[config.mk]
export PLATFORM = sky130hd
export DESIGN_NAME = aalc_top
export DESIGN_NICKNAME = d
export VERILOG_FILES = /design/src/common/aalc_pkg.sv /design/src/aalc_top.sv
export VERILOG_INCLUDE_DIRS = /design/src /design/src/common
export SDC_FILE = /design/constraint.sdc
export NUM_CORES = 1
export LEC_CHECK = 0
export ABC_AREA = 1
export BUFFER_PORTS_ARGS = -buffer_cell sky130_fd_sc_hd__buf_2
export CORE_ASPECT_RATIO = 1.75
export CORE_MARGIN = 1
export CORE_UTILIZATION = 35
export DETAILED_ROUTE_END_ITERATION = 7
export GPL_ROUTABILITY_DRIVEN = 0
export RECOVER_POWER = 25
export SYNTH_ARGS = -nofsm -noshare
export SYNTH_HDL_FRONTEND = slang
export SYNTH_SLANG_ARGS = --single-unit
[constraint.sdc]
create_clock -name clk -period 11 [get_ports clk]
set_input_delay 2.2 -clock clk [delete_from_list [all_inputs] [get_ports clk]]
set_output_delay 2.2 -clock clk [all_outputs]
set_load 0.02 [all_outputs]
[src/common/aalc_consts.svh]
`ifndef AALC_CONSTS_SVH
`define AALC_CONSTS_SVH
`define AALC_OFS_CTRL 4'h0
`define AALC_OFS_CFG 4'h4
`define AALC_OFS_GAIN 4'h8
`define AALC_OFS_STAT 4'hC
`define AALC_CTRL_HPA 0
`define AALC_CTRL_HPP 1
`define AALC_CTRL_SPEAKER_POWER 2
`define AALC_CTRL_SPSN 3
`define AALC_CTRL_MONO 4
`define AALC_CTRL_ALCEN 5
`define AALC_CTRL_ZCD 6
`define AALC_CFG_LMAT 0
`define AALC_CFG_LTM 2
`define AALC_CFG_ZTM 4
`define AALC_CFG_WTM 6
`define AALC_CFG_REF 8
`define AALC_CTRL_RST 7'h00
`define AALC_CFG_RST 15'h3000
`define AALC_GAIN_RST 7'h10
`define AALC_SPK_LIM_FS 14'h0002
`define AALC_SPK_REC_FS 14'h0800
`define AALC_SPK_ZTO_FS 14'h0800
`define AALC_SPK_INIT_FS 14'h0800
`define AALC_TMO_BASE_FS 14'h0080
`endif

[src/common/aalc_pkg.sv]
package aalc_pkg;
  typedef logic [13:0] aalc_cnt_t;
  typedef enum logic [1:0] {
    ALC_IDLE = 2'b00,
    ALC_LIMIT = 2'b01,
    ALC_WAIT = 2'b10
  } aalc_alc_e;
  typedef enum logic [2:0] {
    OUT_NORMAL = 3'b000,
    OUT_COMMON = 3'b001,
    OUT_GROUND = 3'b010,
    OUT_HIZ = 3'b011,
    OUT_HALF = 3'b100
  } aalc_out_e;
  typedef struct packed {
    logic waitreq;
    logic [31:0] rdata;
    logic frame_q;
    logic pd_q;
    logic speaker_power_q;
    logic [6:0] ctrl;
    logic [14:0] cfg;
    logic [6:0] gain;
    logic hp_armed;
    logic init_busy;
    aalc_cnt_t init_cnt;
    logic [7:0] spk_atten;
    aalc_cnt_t spk_lim_cnt;
    aalc_cnt_t spk_rec_cnt;
    logic lim_act;
    aalc_alc_e alc;
    aalc_cnt_t zc_cnt;
    aalc_cnt_t wait_cnt;
    aalc_out_e hp_mode;
    aalc_out_e mono_mode;
    aalc_out_e pos_mode;
    aalc_out_e neg_mode;
  } aalc_state_s;
endpackage

[src/aalc_top.sv]
`timescale 1ns/1ps
`include "aalc_consts.svh"
module aalc_top
  import aalc_pkg::*;
(
  input wire logic clk,
  input wire logic rst_n,
  input wire logic [3:0] avs_address,
  input wire logic avs_read,
  input wire logic avs_write,
  input wire logic [31:0] avs_writedata,
  input wire logic [3:0] avs_byteenable,
  output logic [31:0] avs_readdata,
  output logic avs_waitrequest,
  input wire logic power_down_n,
  input wire logic frame_clk,
  input wire logic in_over_l,
  input wire logic in_over_r,
  input wire logic in_band_l,
  input wire logic in_band_r,
  input wire logic in_zero_cross_l,
  input wire logic in_zero_cross_r,
  input wire logic spk_over,
  input wire logic spk_below,
  input wire logic spk_zero_cross,
  output logic [2:0] headphone_left_out,
  output logic [2:0] headphone_right_out,
  output logic [2:0] mono_out,
  output logic [2:0] speaker_out_pos,
  output logic [2:0] speaker_out_neg,
  output logic [6:0] input_gain_code,
  output logic [7:0] speaker_atten,
  output logic speaker_limiter_active
);

  // ---------------------------------------------------------------
  // Reset release
  // ---------------------------------------------------------------
  logic rst_meta_n;
  logic rst_sync_n;

  always_ff @(posedge clk or negedge rst_n) begin
    if (!rst_n) begin
      rst_meta_n <= 1'b0;
      rst_sync_n <= 1'b0;
    end else begin
      rst_meta_n <= 1'b1;
      rst_sync_n <= rst_meta_n;
    end
  end

  // ---------------------------------------------------------------
  // State
  // ---------------------------------------------------------------
  aalc_state_s s;
  aalc_state_s n;

  logic tick;
  logic pd_rise;
  logic speaker_power_rise;
  logic req;
  logic wr_done;
  logic [31:0] wmask;
  logic [31:0] wv;
  logic [31:0] old_word;
  logic spk_on;
  logic alc_en;
  logic over;
  logic band;
  logic zc;
  logic fire;
  aalc_cnt_t ltm;
  aalc_cnt_t ztm;
  aalc_cnt_t wtm;
  aalc_cnt_t weff;
  aalc_cnt_t lim_tmo;
  logic [6:0] step;
  logic [6:0] target;

  localparam aalc_cnt_t SPK_REC_LAST =
    `AALC_SPK_REC_FS + `AALC_SPK_ZTO_FS - 14'h0001;

  function automatic aalc_cnt_t tmo(input logic [1:0] sel);
    return `AALC_TMO_BASE_FS << sel;
  endfunction

  always_comb begin
    n = s;
    tick = frame_clk & ~s.frame_q;
    pd_rise = power_down_n & ~s.pd_q;
    speaker_power_rise = s.ctrl[`AALC_CTRL_SPEAKER_POWER] & ~s.speaker_power_q;
    n.frame_q = frame_clk;
    n.pd_q = power_down_n;
    n.speaker_power_q = s.ctrl[`AALC_CTRL_SPEAKER_POWER];

    // -------------------------------------------------------------
    // Register bus: one wait cycle, then the transfer completes
    // -------------------------------------------------------------
    req = avs_read | avs_write;
    n.waitreq = ~(req & s.waitreq);
    wr_done = avs_write & ~s.waitreq;
    wmask = {{8{avs_byteenable[3]}}, {8{avs_byteenable[2]}},
             {8{avs_byteenable[1]}}, {8{avs_byteenable[0]}}};
    unique case (avs_address)
      `AALC_OFS_CTRL: old_word = {25'h0000000, s.ctrl};
      `AALC_OFS_CFG: old_word = {17'h00000, s.cfg};
      `AALC_OFS_GAIN: old_word = {25'h0000000, s.gain};
      `AALC_OFS_STAT: old_word = {20'h00000, s.hp_armed, s.alc,
                                  s.init_busy, s.spk_atten};
      default: old_word = 32'h00000000;
    endcase
    wv = (old_word & ~wmask) | (avs_writedata & wmask);
    if (req & s.waitreq) begin
      n.rdata = avs_read ? old_word : 32'h00000000;
    end
    if (wr_done) begin
      if (avs_address == `AALC_OFS_CTRL) begin
        n.ctrl = wv[6:0];
        if (wv[`AALC_CTRL_HPA] && !s.ctrl[`AALC_CTRL_HPA]) begin
          n.hp_armed = 1'b1;
        end
      end
      if (avs_address == `AALC_OFS_CFG) begin
        n.cfg = wv[14:0];
      end
      if (avs_address == `AALC_OFS_GAIN &&
          !s.ctrl[`AALC_CTRL_ALCEN]) begin
        n.gain = wv[6:0];
      end
    end
    if (pd_rise || !power_down_n) begin
      n.hp_armed = 1'b0;
    end

    // -------------------------------------------------------------
    // Speaker limiter
    // -------------------------------------------------------------
    spk_on = s.ctrl[`AALC_CTRL_SPEAKER_POWER] & power_down_n;
    if (pd_rise || speaker_power_rise) begin
      n.init_busy = 1'b1;
      n.init_cnt = '0;
      n.spk_atten = 8'h00;
      n.spk_lim_cnt = '0;
      n.spk_rec_cnt = '0;
    end else if (!spk_on) begin
      n.init_busy = 1'b0;
      n.spk_atten = 8'h00;
      n.spk_lim_cnt = '0;
      n.spk_rec_cnt = '0;
    end else if (s.init_busy) begin
      if (tick) begin
        if (s.init_cnt == `AALC_SPK_INIT_FS - 14'h0001) begin
          n.init_busy = 1'b0;
        end else begin
          n.init_cnt = s.init_cnt + 14'h0001;
        end
      end
    end else if (tick) begin
      if (spk_over) begin
        n.spk_rec_cnt = '0;
        if (s.spk_lim_cnt >= `AALC_SPK_LIM_FS - 14'h0001) begin
          n.spk_lim_cnt = '0;
          if (s.spk_atten != 8'hFF) begin
            n.spk_atten = s.spk_atten + 8'h01;
          end
        end else begin
          n.spk_lim_cnt = s.spk_lim_cnt + 14'h0001;
        end
      end else if (spk_below && s.spk_atten != 8'h00) begin
        n.spk_lim_cnt = '0;
        if ((s.spk_rec_cnt >= `AALC_SPK_REC_FS - 14'h0001 &&
             spk_zero_cross) || s.spk_rec_cnt == SPK_REC_LAST) begin
          n.spk_rec_cnt = '0;
          n.spk_atten = (s.spk_atten > 8'h02) ?
                        s.spk_atten - 8'h02 : 8'h00;
        end else begin
          n.spk_rec_cnt = s.spk_rec_cnt + 14'h0001;
        end
      end else begin
        n.spk_lim_cnt = '0;
        n.spk_rec_cnt = '0;
      end
    end
    n.lim_act = spk_on & ~s.init_busy;

    // -------------------------------------------------------------
    // Input level controller
    // -------------------------------------------------------------
    alc_en = s.ctrl[`AALC_CTRL_ALCEN] & power_down_n;
    over = in_over_l | in_over_r;
    band = in_band_l | in_band_r;
    zc = in_zero_cross_l | in_zero_cross_r;
    ltm = tmo(s.cfg[`AALC_CFG_LTM +: 2]);
    ztm = tmo(s.cfg[`AALC_CFG_ZTM +: 2]);
    wtm = tmo(s.cfg[`AALC_CFG_WTM +: 2]);
    weff = (wtm < ztm) ? ztm : wtm;
    lim_tmo = s.ctrl[`AALC_CTRL_ZCD] ? ltm : ztm;
    step = {5'h00, s.cfg[`AALC_CFG_LMAT +: 2]} + 7'h01;
    target = s.cfg[`AALC_CFG_REF +: 7];
    fire = 1'b0;
    if (!alc_en) begin
      n.alc = ALC_IDLE;
      n.zc_cnt = '0;
      n.wait_cnt = '0;
    end else if (tick) begin
      if (s.zc_cnt != '0) begin
        n.zc_cnt = (s.zc_cnt >= ztm) ? '0 : s.zc_cnt + 14'h0001;
      end
      unique case (s.alc)
        ALC_IDLE: begin
          if (over) begin
            n.alc = ALC_LIMIT;
            n.zc_cnt = (s.zc_cnt == '0) ? 14'h0001 :
                       s.zc_cnt + 14'h0001;
          end
        end
        ALC_LIMIT: begin
          if (s.ctrl[`AALC_CTRL_ZCD]) begin
            fire = s.zc_cnt >= lim_tmo;
          end else begin
            fire = zc || s.zc_cnt >= lim_tmo;
          end
          if (fire) begin
            n.gain = (s.gain > step) ? s.gain - step : 7'h00;
            if (over) begin
              n.zc_cnt = 14'h0001;
            end else begin
              n.zc_cnt = '0;
              n.alc = ALC_WAIT;
              n.wait_cnt = '0;
            end
          end else begin
            n.zc_cnt = s.zc_cnt + 14'h0001;
          end
        end
        ALC_WAIT: begin
          if (over) begin
            n.alc = ALC_LIMIT;
            n.zc_cnt = (s.zc_cnt == '0) ? 14'h0001 :
                       s.zc_cnt + 14'h0001;
          end else if (band) begin
            n.wait_cnt = '0;
          end else if (s.wait_cnt >= wtm && (zc || s.wait_cnt >= weff) &&
                       s.gain < target) begin
            n.gain = s.gain + 7'h01;
            n.wait_cnt = '0;
            n.zc_cnt = 14'h0001;
          end else if (s.wait_cnt != 14'h3FFF) begin
            n.wait_cnt = s.wait_cnt + 14'h0001;
          end
        end
        default: n.alc = ALC_IDLE;
      endcase
    end

    // -------------------------------------------------------------
    // Output stage modes
    // -------------------------------------------------------------
    if (!power_down_n || !s.ctrl[`AALC_CTRL_HPP]) begin
      n.hp_mode = OUT_GROUND;
    end else if (!s.ctrl[`AALC_CTRL_HPA] || !s.hp_armed) begin
      n.hp_mode = OUT_COMMON;
    end else begin
      n.hp_mode = OUT_NORMAL;
    end
    if (!spk_on) begin
      n.mono_mode = OUT_HIZ;
      n.pos_mode = OUT_HIZ;
      n.neg_mode = OUT_HIZ;
    end else begin
      n.mono_mode = s.ctrl[`AALC_CTRL_MONO] ? OUT_NORMAL : OUT_COMMON;
      if (!s.ctrl[`AALC_CTRL_SPSN]) begin
        n.pos_mode = OUT_HIZ;
        n.neg_mode = OUT_HALF;
      end else begin
        n.pos_mode = OUT_NORMAL;
        n.neg_mode = OUT_NORMAL;
      end
    end
  end

  always_ff @(posedge clk or negedge rst_sync_n) begin
    if (!rst_sync_n) begin
      s.waitreq <= 1'b1;
      s.rdata <= 32'h00000000;
      s.frame_q <= 1'b0;
      s.pd_q <= 1'b0;
      s.speaker_power_q <= 1'b0;
      s.ctrl <= `AALC_CTRL_RST;
      s.cfg <= `AALC_CFG_RST;
      s.gain <= `AALC_GAIN_RST;
      s.hp_armed <= 1'b0;
      s.init_busy <= 1'b0;
      s.init_cnt <= '0;
      s.spk_atten <= 8'h00;
      s.spk_lim_cnt <= '0;
      s.spk_rec_cnt <= '0;
      s.lim_act <= 1'b0;
      s.alc <= ALC_IDLE;
      s.zc_cnt <= '0;
      s.wait_cnt <= '0;
      s.hp_mode <= OUT_GROUND;
      s.mono_mode <= OUT_HIZ;
      s.pos_mode <= OUT_HIZ;
      s.neg_mode <= OUT_HIZ;
    end else begin
      s <= n;
    end
  end

  assign avs_readdata = s.rdata;
  assign avs_waitrequest = s.waitreq;
  assign headphone_left_out = s.hp_mode;
  assign headphone_right_out = s.hp_mode;
  assign mono_out = s.mono_mode;
  assign speaker_out_pos = s.pos_mode;
  assign speaker_out_neg = s.neg_mode;
  assign input_gain_code = s.gain;
  assign speaker_atten = s.spk_atten;
  assign speaker_limiter_active = s.lim_act;
endmodule

==> Word level (Yosys, flattened, before mapping) <==
Index checks and enable logic that the tools add are counted.
{ "classes": {"n_addsub": 10, "n_lt_le_gt_ge": 10, "eq_ne": 24, "n_shift": 3, "n_mux": 68, "bitwise": 22, "reduce_logical": 37} }
{ "op_table": {"columns": ["operator", "count"], "rows": [
  ["2-to-1 mux 14 bit", 20],
  ["2-to-1 mux 36 bit", 4],
  ["adder 14 x 1 -> 14 bit (second input constant)", 5],
  ["2-to-1 mux 30 bit", 2],
  ["one-hot mux 15 bit (4 select lines)", 1],
  ["greater-or-equal comparator 14 bit", 4],
  ["2-to-1 mux 7 bit", 8],
  ["2-to-1 mux 8 bit", 7],
  ["2-to-1 mux 51 bit", 1],
  ["one-hot mux 14 bit (3 select lines)", 1],
  ["<< shifter 8 x 2 -> 14 bit (first input constant)", 3],
  ["2-to-1 mux 32 bit", 1],
  ["AND 15 bit", 2],
  ["2-to-1 mux 15 bit", 2],
  ["one-hot mux 14 bit (2 select lines)", 1],
  ["2-to-1 mux 16 bit", 1],
  ["inequality test 4 x 2 -> 1 bit (second input constant)", 4],
  ["inequality test 3 bit (second input constant)", 5],
  ["inverter 15 bit", 1],
  ["bitwise OR 15 bit", 1],
  ["equality test 14 x 11 -> 1 bit (second input constant)", 1],
  ["equality test 14 x 12 -> 1 bit (second input constant)", 1],
  ["greater-or-equal comparator 14 x 1 -> 1 bit (second input constant)", 1],
  ["greater-or-equal comparator 14 x 11 -> 1 bit (second input constant)", 1],
  ["41 further kinds", 96]
]} }
{ "word_totals": {"regBits": 162, "in_bits": 55, "out_inout_bits": 64, "word_cells": 198} }

==> Longest topological paths before layout <==
{ "logic_depth": {"depth_word": 14, "mapped_depth": 24, "mapped_depth_nobuf": 24} }

==> Worst setup path after synthesis <==
No wires, ideal clock.
{ "synth_path": {"path_type": "input port to flip-flop", "start": "input in_zero_cross_r", "end": "register s[16] in the netlist's numbering", "setup_ns": 0.117, "arrival_time_ns": 3.312, "required_ns": 10.883, "path_slack_ns": 7.571, "cell_stages": 11, "path_buffers": 1, "cell_sequence": "nor2_1 nor2_1 nor4_4 nand2_4 nor2_8 nand2_4 nand3_2 nor2_4 buf_6 nand2_1 nand2_1"} }
{ "synth_between": {"elab_chain_len": 10} }
{ "synth_rtl": {"columns": ["item", "line", "rtl"], "rows": [
  ["start, declared", "aalc_top.sv:22", "input wire logic in_zero_cross_r,"],
  ["bitwise OR 1 bit *", "aalc_top.sv:192", "zc = in_zero_cross_l | in_zero_cross_r;"],
  ["logical OR 1 bit", "aalc_top.sv:243", "end else if (s.wait_cnt >= wtm && (zc || s.wait_cnt >= weff) &&"],
  ["logical AND 1 bit (2 in a row)", "aalc_top.sv:243", null],
  ["2-to-1 mux 14 bit", "aalc_top.sv:243", null],
  ["2-to-1 mux 14 bit", "aalc_top.sv:241", "end else if (band) begin"],
  ["2-to-1 mux 14 bit", "aalc_top.sv:237", "if (over) begin"],
  ["one-hot mux 14 bit (2 select lines)", "aalc_top.sv:209", "unique case (s.alc)"],
  ["2-to-1 mux 30 bit", "aalc_top.sv:205", "end else if (tick) begin"],
  ["2-to-1 mux 30 bit", "aalc_top.sv:201", "if (!alc_en) begin"],
  ["end signal, assigned", "aalc_top.sv:307", "s <= n;"],
  ["end, declared", "aalc_top.sv:55", "aalc_state_s s;"]
]} }
Every way passes the cells marked *; elsewhere a longest branch is shown, timed or not. The select of a mux whose other input is x is not followed.
A chain may end at the register's enable or synchronous reset.

==> results.md <==
* Critical Path Sink: s[62]
* CP delay by family, top: buffers and inverters
* Leak pwr at 5.44 nW
* Sum of negative setup slack at 0 ns
* Chip Width at 129 um
* Die area at 28900 um^2
* Fin crit period at 4.74 ns
* Final Cycle Share at 0.431
* Sw frac at 0.337
* Clk Latency, worst-skew pair at between 0.4 and 0.5 ns
* Core Footprint at 27900 um^2
* Post-Synthesis Cells at 1377
* Final instance area at 10800 um^2
* Reg2Reg Capture Point: s[62]
* Pwr per Cell Area at 142 nW/um^2
* WP data required at about 10 ns
* #FFs+latches synth at around 140
* Antenna cell count at 0
* Ys Warns at 0
* Cells after DPL at 1762
* Max Cap Viol at 1
* Max incr delay on CP at 3.30 ns
* Fin cells at ~1800
* Seq/Total Area, Yosys at 0.353
* Critical path buffer and inverter count at 1
* Root buf cell: clkbuf_16
* CP cell instances: clkbuf_1
* Total track usage at 0.189
* CP max FO at 85
* Initial antenna violation count at 0
* CTS resizes at 0
* Tightest Pin Transition at ~4.7 ns
* Startpoint Class: register
* R2R depth at 1
* Clock power share at 0.385
* R2R setup slack at approximately 6.3 ns
* DP Area at 10200 um^2
* Count of cell types in the netlist at ~60
* Outcome: finished, violations left
* Critical Path Source: rst_sync_n
* Commonest non-fill, non-tap cell in the layout: nand2_1
* Gate power share at 0.233
* Peak supply drop at 0.108 mV
* Main flop type after synthesis: dfrtp_1
* Endpoint type of the worst setup path: asynchronous set/reset pin
* Post-Syn Area at 9870 um^2
* Worst-path clk slew at 0.06 ns
* Switching power at between 0.0005 and 0.0006 W
* GRT overflow at 0
* Die height at 224 um
* Max Fclk at ~210 MHz
* WL final at 25.9 mm
* Asr flop ratio synth at 1.00
* Largest net degree at the start of global routing at 86
* Nets at 1515
* Cts bufs inserted at 17
* Layout cells sized above 1 at 0.120
* WL/cell at 14.5 um
* Area growth syn-to-layout at 9.46%
* Row count at 81
* Worst R2R Start: rst_sync_n
* RSZ-0062 raised after global routing: false
* Drt pass-1 iters at 6
* TritonCTS clock tree: done
* DP Wirelength at 19.9 mm
* Setup Fix Bufs, Post-CTS at 0
* Post-synth EDFFs at 0
* Cell count along the critical path at 1
* Seq pwr share at 0.382
* CTS H-tree depth at 4
* Slowest-stage cell, CP: clkbuf_1
* Worst path arrival time at ~4.2 ns
* Initial drt markers at 447
* Detailed-route via count at 8654
* Final hold viol count at 0
* IO Pins at 119
* Largest buffer count on any clock path at 2
* DRC viols at 0
* Most frequent cells in the layout: nand2_1 (375), inv_1 (172), dfrtp_1 (130)
* First-pass GRT wire length at 42.0 mm
* Routed vias/inst at 4.82
* Failing checks: max-capacitance violations, max-slew violations
* Vias in the first global route at 8460
* Starting Density at 0.354
* Crit Path Class: register to asynchronous set/reset pin
* Setup violations, final at 0
* Pint at 0.00102 W
* Layout Skew at around 0.012 ns
* Hold crit path type: register to register
* # clock sinks at 139
* Hold Buf Count CTS at 0
* Antenna viol nets, final at 0
* Syn Area/Cell at 7.17 um^2
* Max Slew Vio Count at 86
* Slew margin rel. at -2.15
* Port Buffers at 78
-- routing by layer --
| metal | global-route usage | vias to the layer above | routed length (um) |
|---|---|---|---|
| li1 | - | 4404 | - |
| met3 | 0.0322 | 78 | 744 |
| met2 | 0.353 | 180 | 13900 |
| met4 | 0.116 | 0 | 1420 |
| met1 | 0.191 | 3992 | 9850 |
| met5 | 0 | - | 0 |
-- metrics by stage --
stage	power [W]	hold slack [ns]	util	setup WS, ns
after CTS	0.00155	0.356	0.388	6.85
after global placement	0.000949	0.340	0.366	6.38
final	0.00154	0.354	0.388	6.26
after detailed placement	0.000955	0.343	0.366	6.38
after floorplan	0.000874	0.331	-	6.85
after global routing	0.00163	0.357	0.388	5.15
-- power groups by stage --
stage	clock network [W]	logic [W]	registers (W)
2_1_floorplan	0	0.000287	0.000587
6_report	0.000592	0.000358	0.000587
3_3_place_gp	0	0.000354	0.000595
3_5_place_dp	0	0.000359	0.000595
4_1_cts	0.000607	0.000361	0.000586
5_1_grt	0.000628	0.000411	0.000593
-- cells in the mapped netlist, drive strengths merged, types with 2 or more instances --
library cell,count,area (um^2)
o21bai,2,15.0
nand2,382,1470
and3,2,12.5
clkbuf,12,45.0
o32ai,2,17.5
buf,78,578
xor2,33,289
o211ai,3,22.5
dfrtp,131,3280
nand4,24,171
nand3,103,526
nor2,123,518
a21oi,38,194
conb,2,7.51
o21a,2,15.0
a31oi,4,31.3
nand3b,7,52.6
inv,183,687
nor3,39,220
o21ai,107,551
o22ai,16,106
ha,51,638
xnor2,3,26.3
or2,6,37.5
dfstp,8,210
nor3b,2,20.0
and2,2,12.5
nor4,4,46.3
-- cells by family after synthesis --
kind of cell	Yosys count	share of synthesized area
AND/OR/NAND/NOR	694	0.313
buffers and inverters	274	0.133
AO/OA/AOI/OAI	180	0.101
flip-flops	139	0.353
adder cells (fa/ha/maj)	52	0.0667
XOR/XNOR	36	0.0319
other	2	0.000761
-- state kept, by name (all words and copies together), names as in the netlist --
name,cells
avs_readdata,15
avs_waitrequest,1
headphone_left_out,2
input_gain_code,7
mono_out,1
n,1
rst_meta_n,1
rst_sync_n,1
s,98
speaker_atten,8
speaker_limiter_active,1
speaker_out_neg,2
speaker_out_pos,1
-- worst min path at each step --
stage,start,end,slack (ns),depth (start not counted)
global route,rst_meta_n,rst_sync_n,0.36,0
floorplan,rst_meta_n,rst_sync_n,0.33,0
CTS,rst_meta_n,rst_sync_n,0.36,0
finish,rst_meta_n,rst_sync_n,0.35,0
global placement,rst_meta_n,rst_sync_n,0.34,0
detailed placement,rst_meta_n,rst_sync_n,0.34,0
-- final cells by class --
class,instances,area [um^2]
Sequential cell,139,3490
Fill cell,2925,17100
Timing Repair Buffer,82,417
Inverter,184,691
Tap cell,373,467
Multi-Input combinational cell,984,5140
Clock inverter,12,148
Clock buffer,20,447
Power figures use the tool's default switching activity.
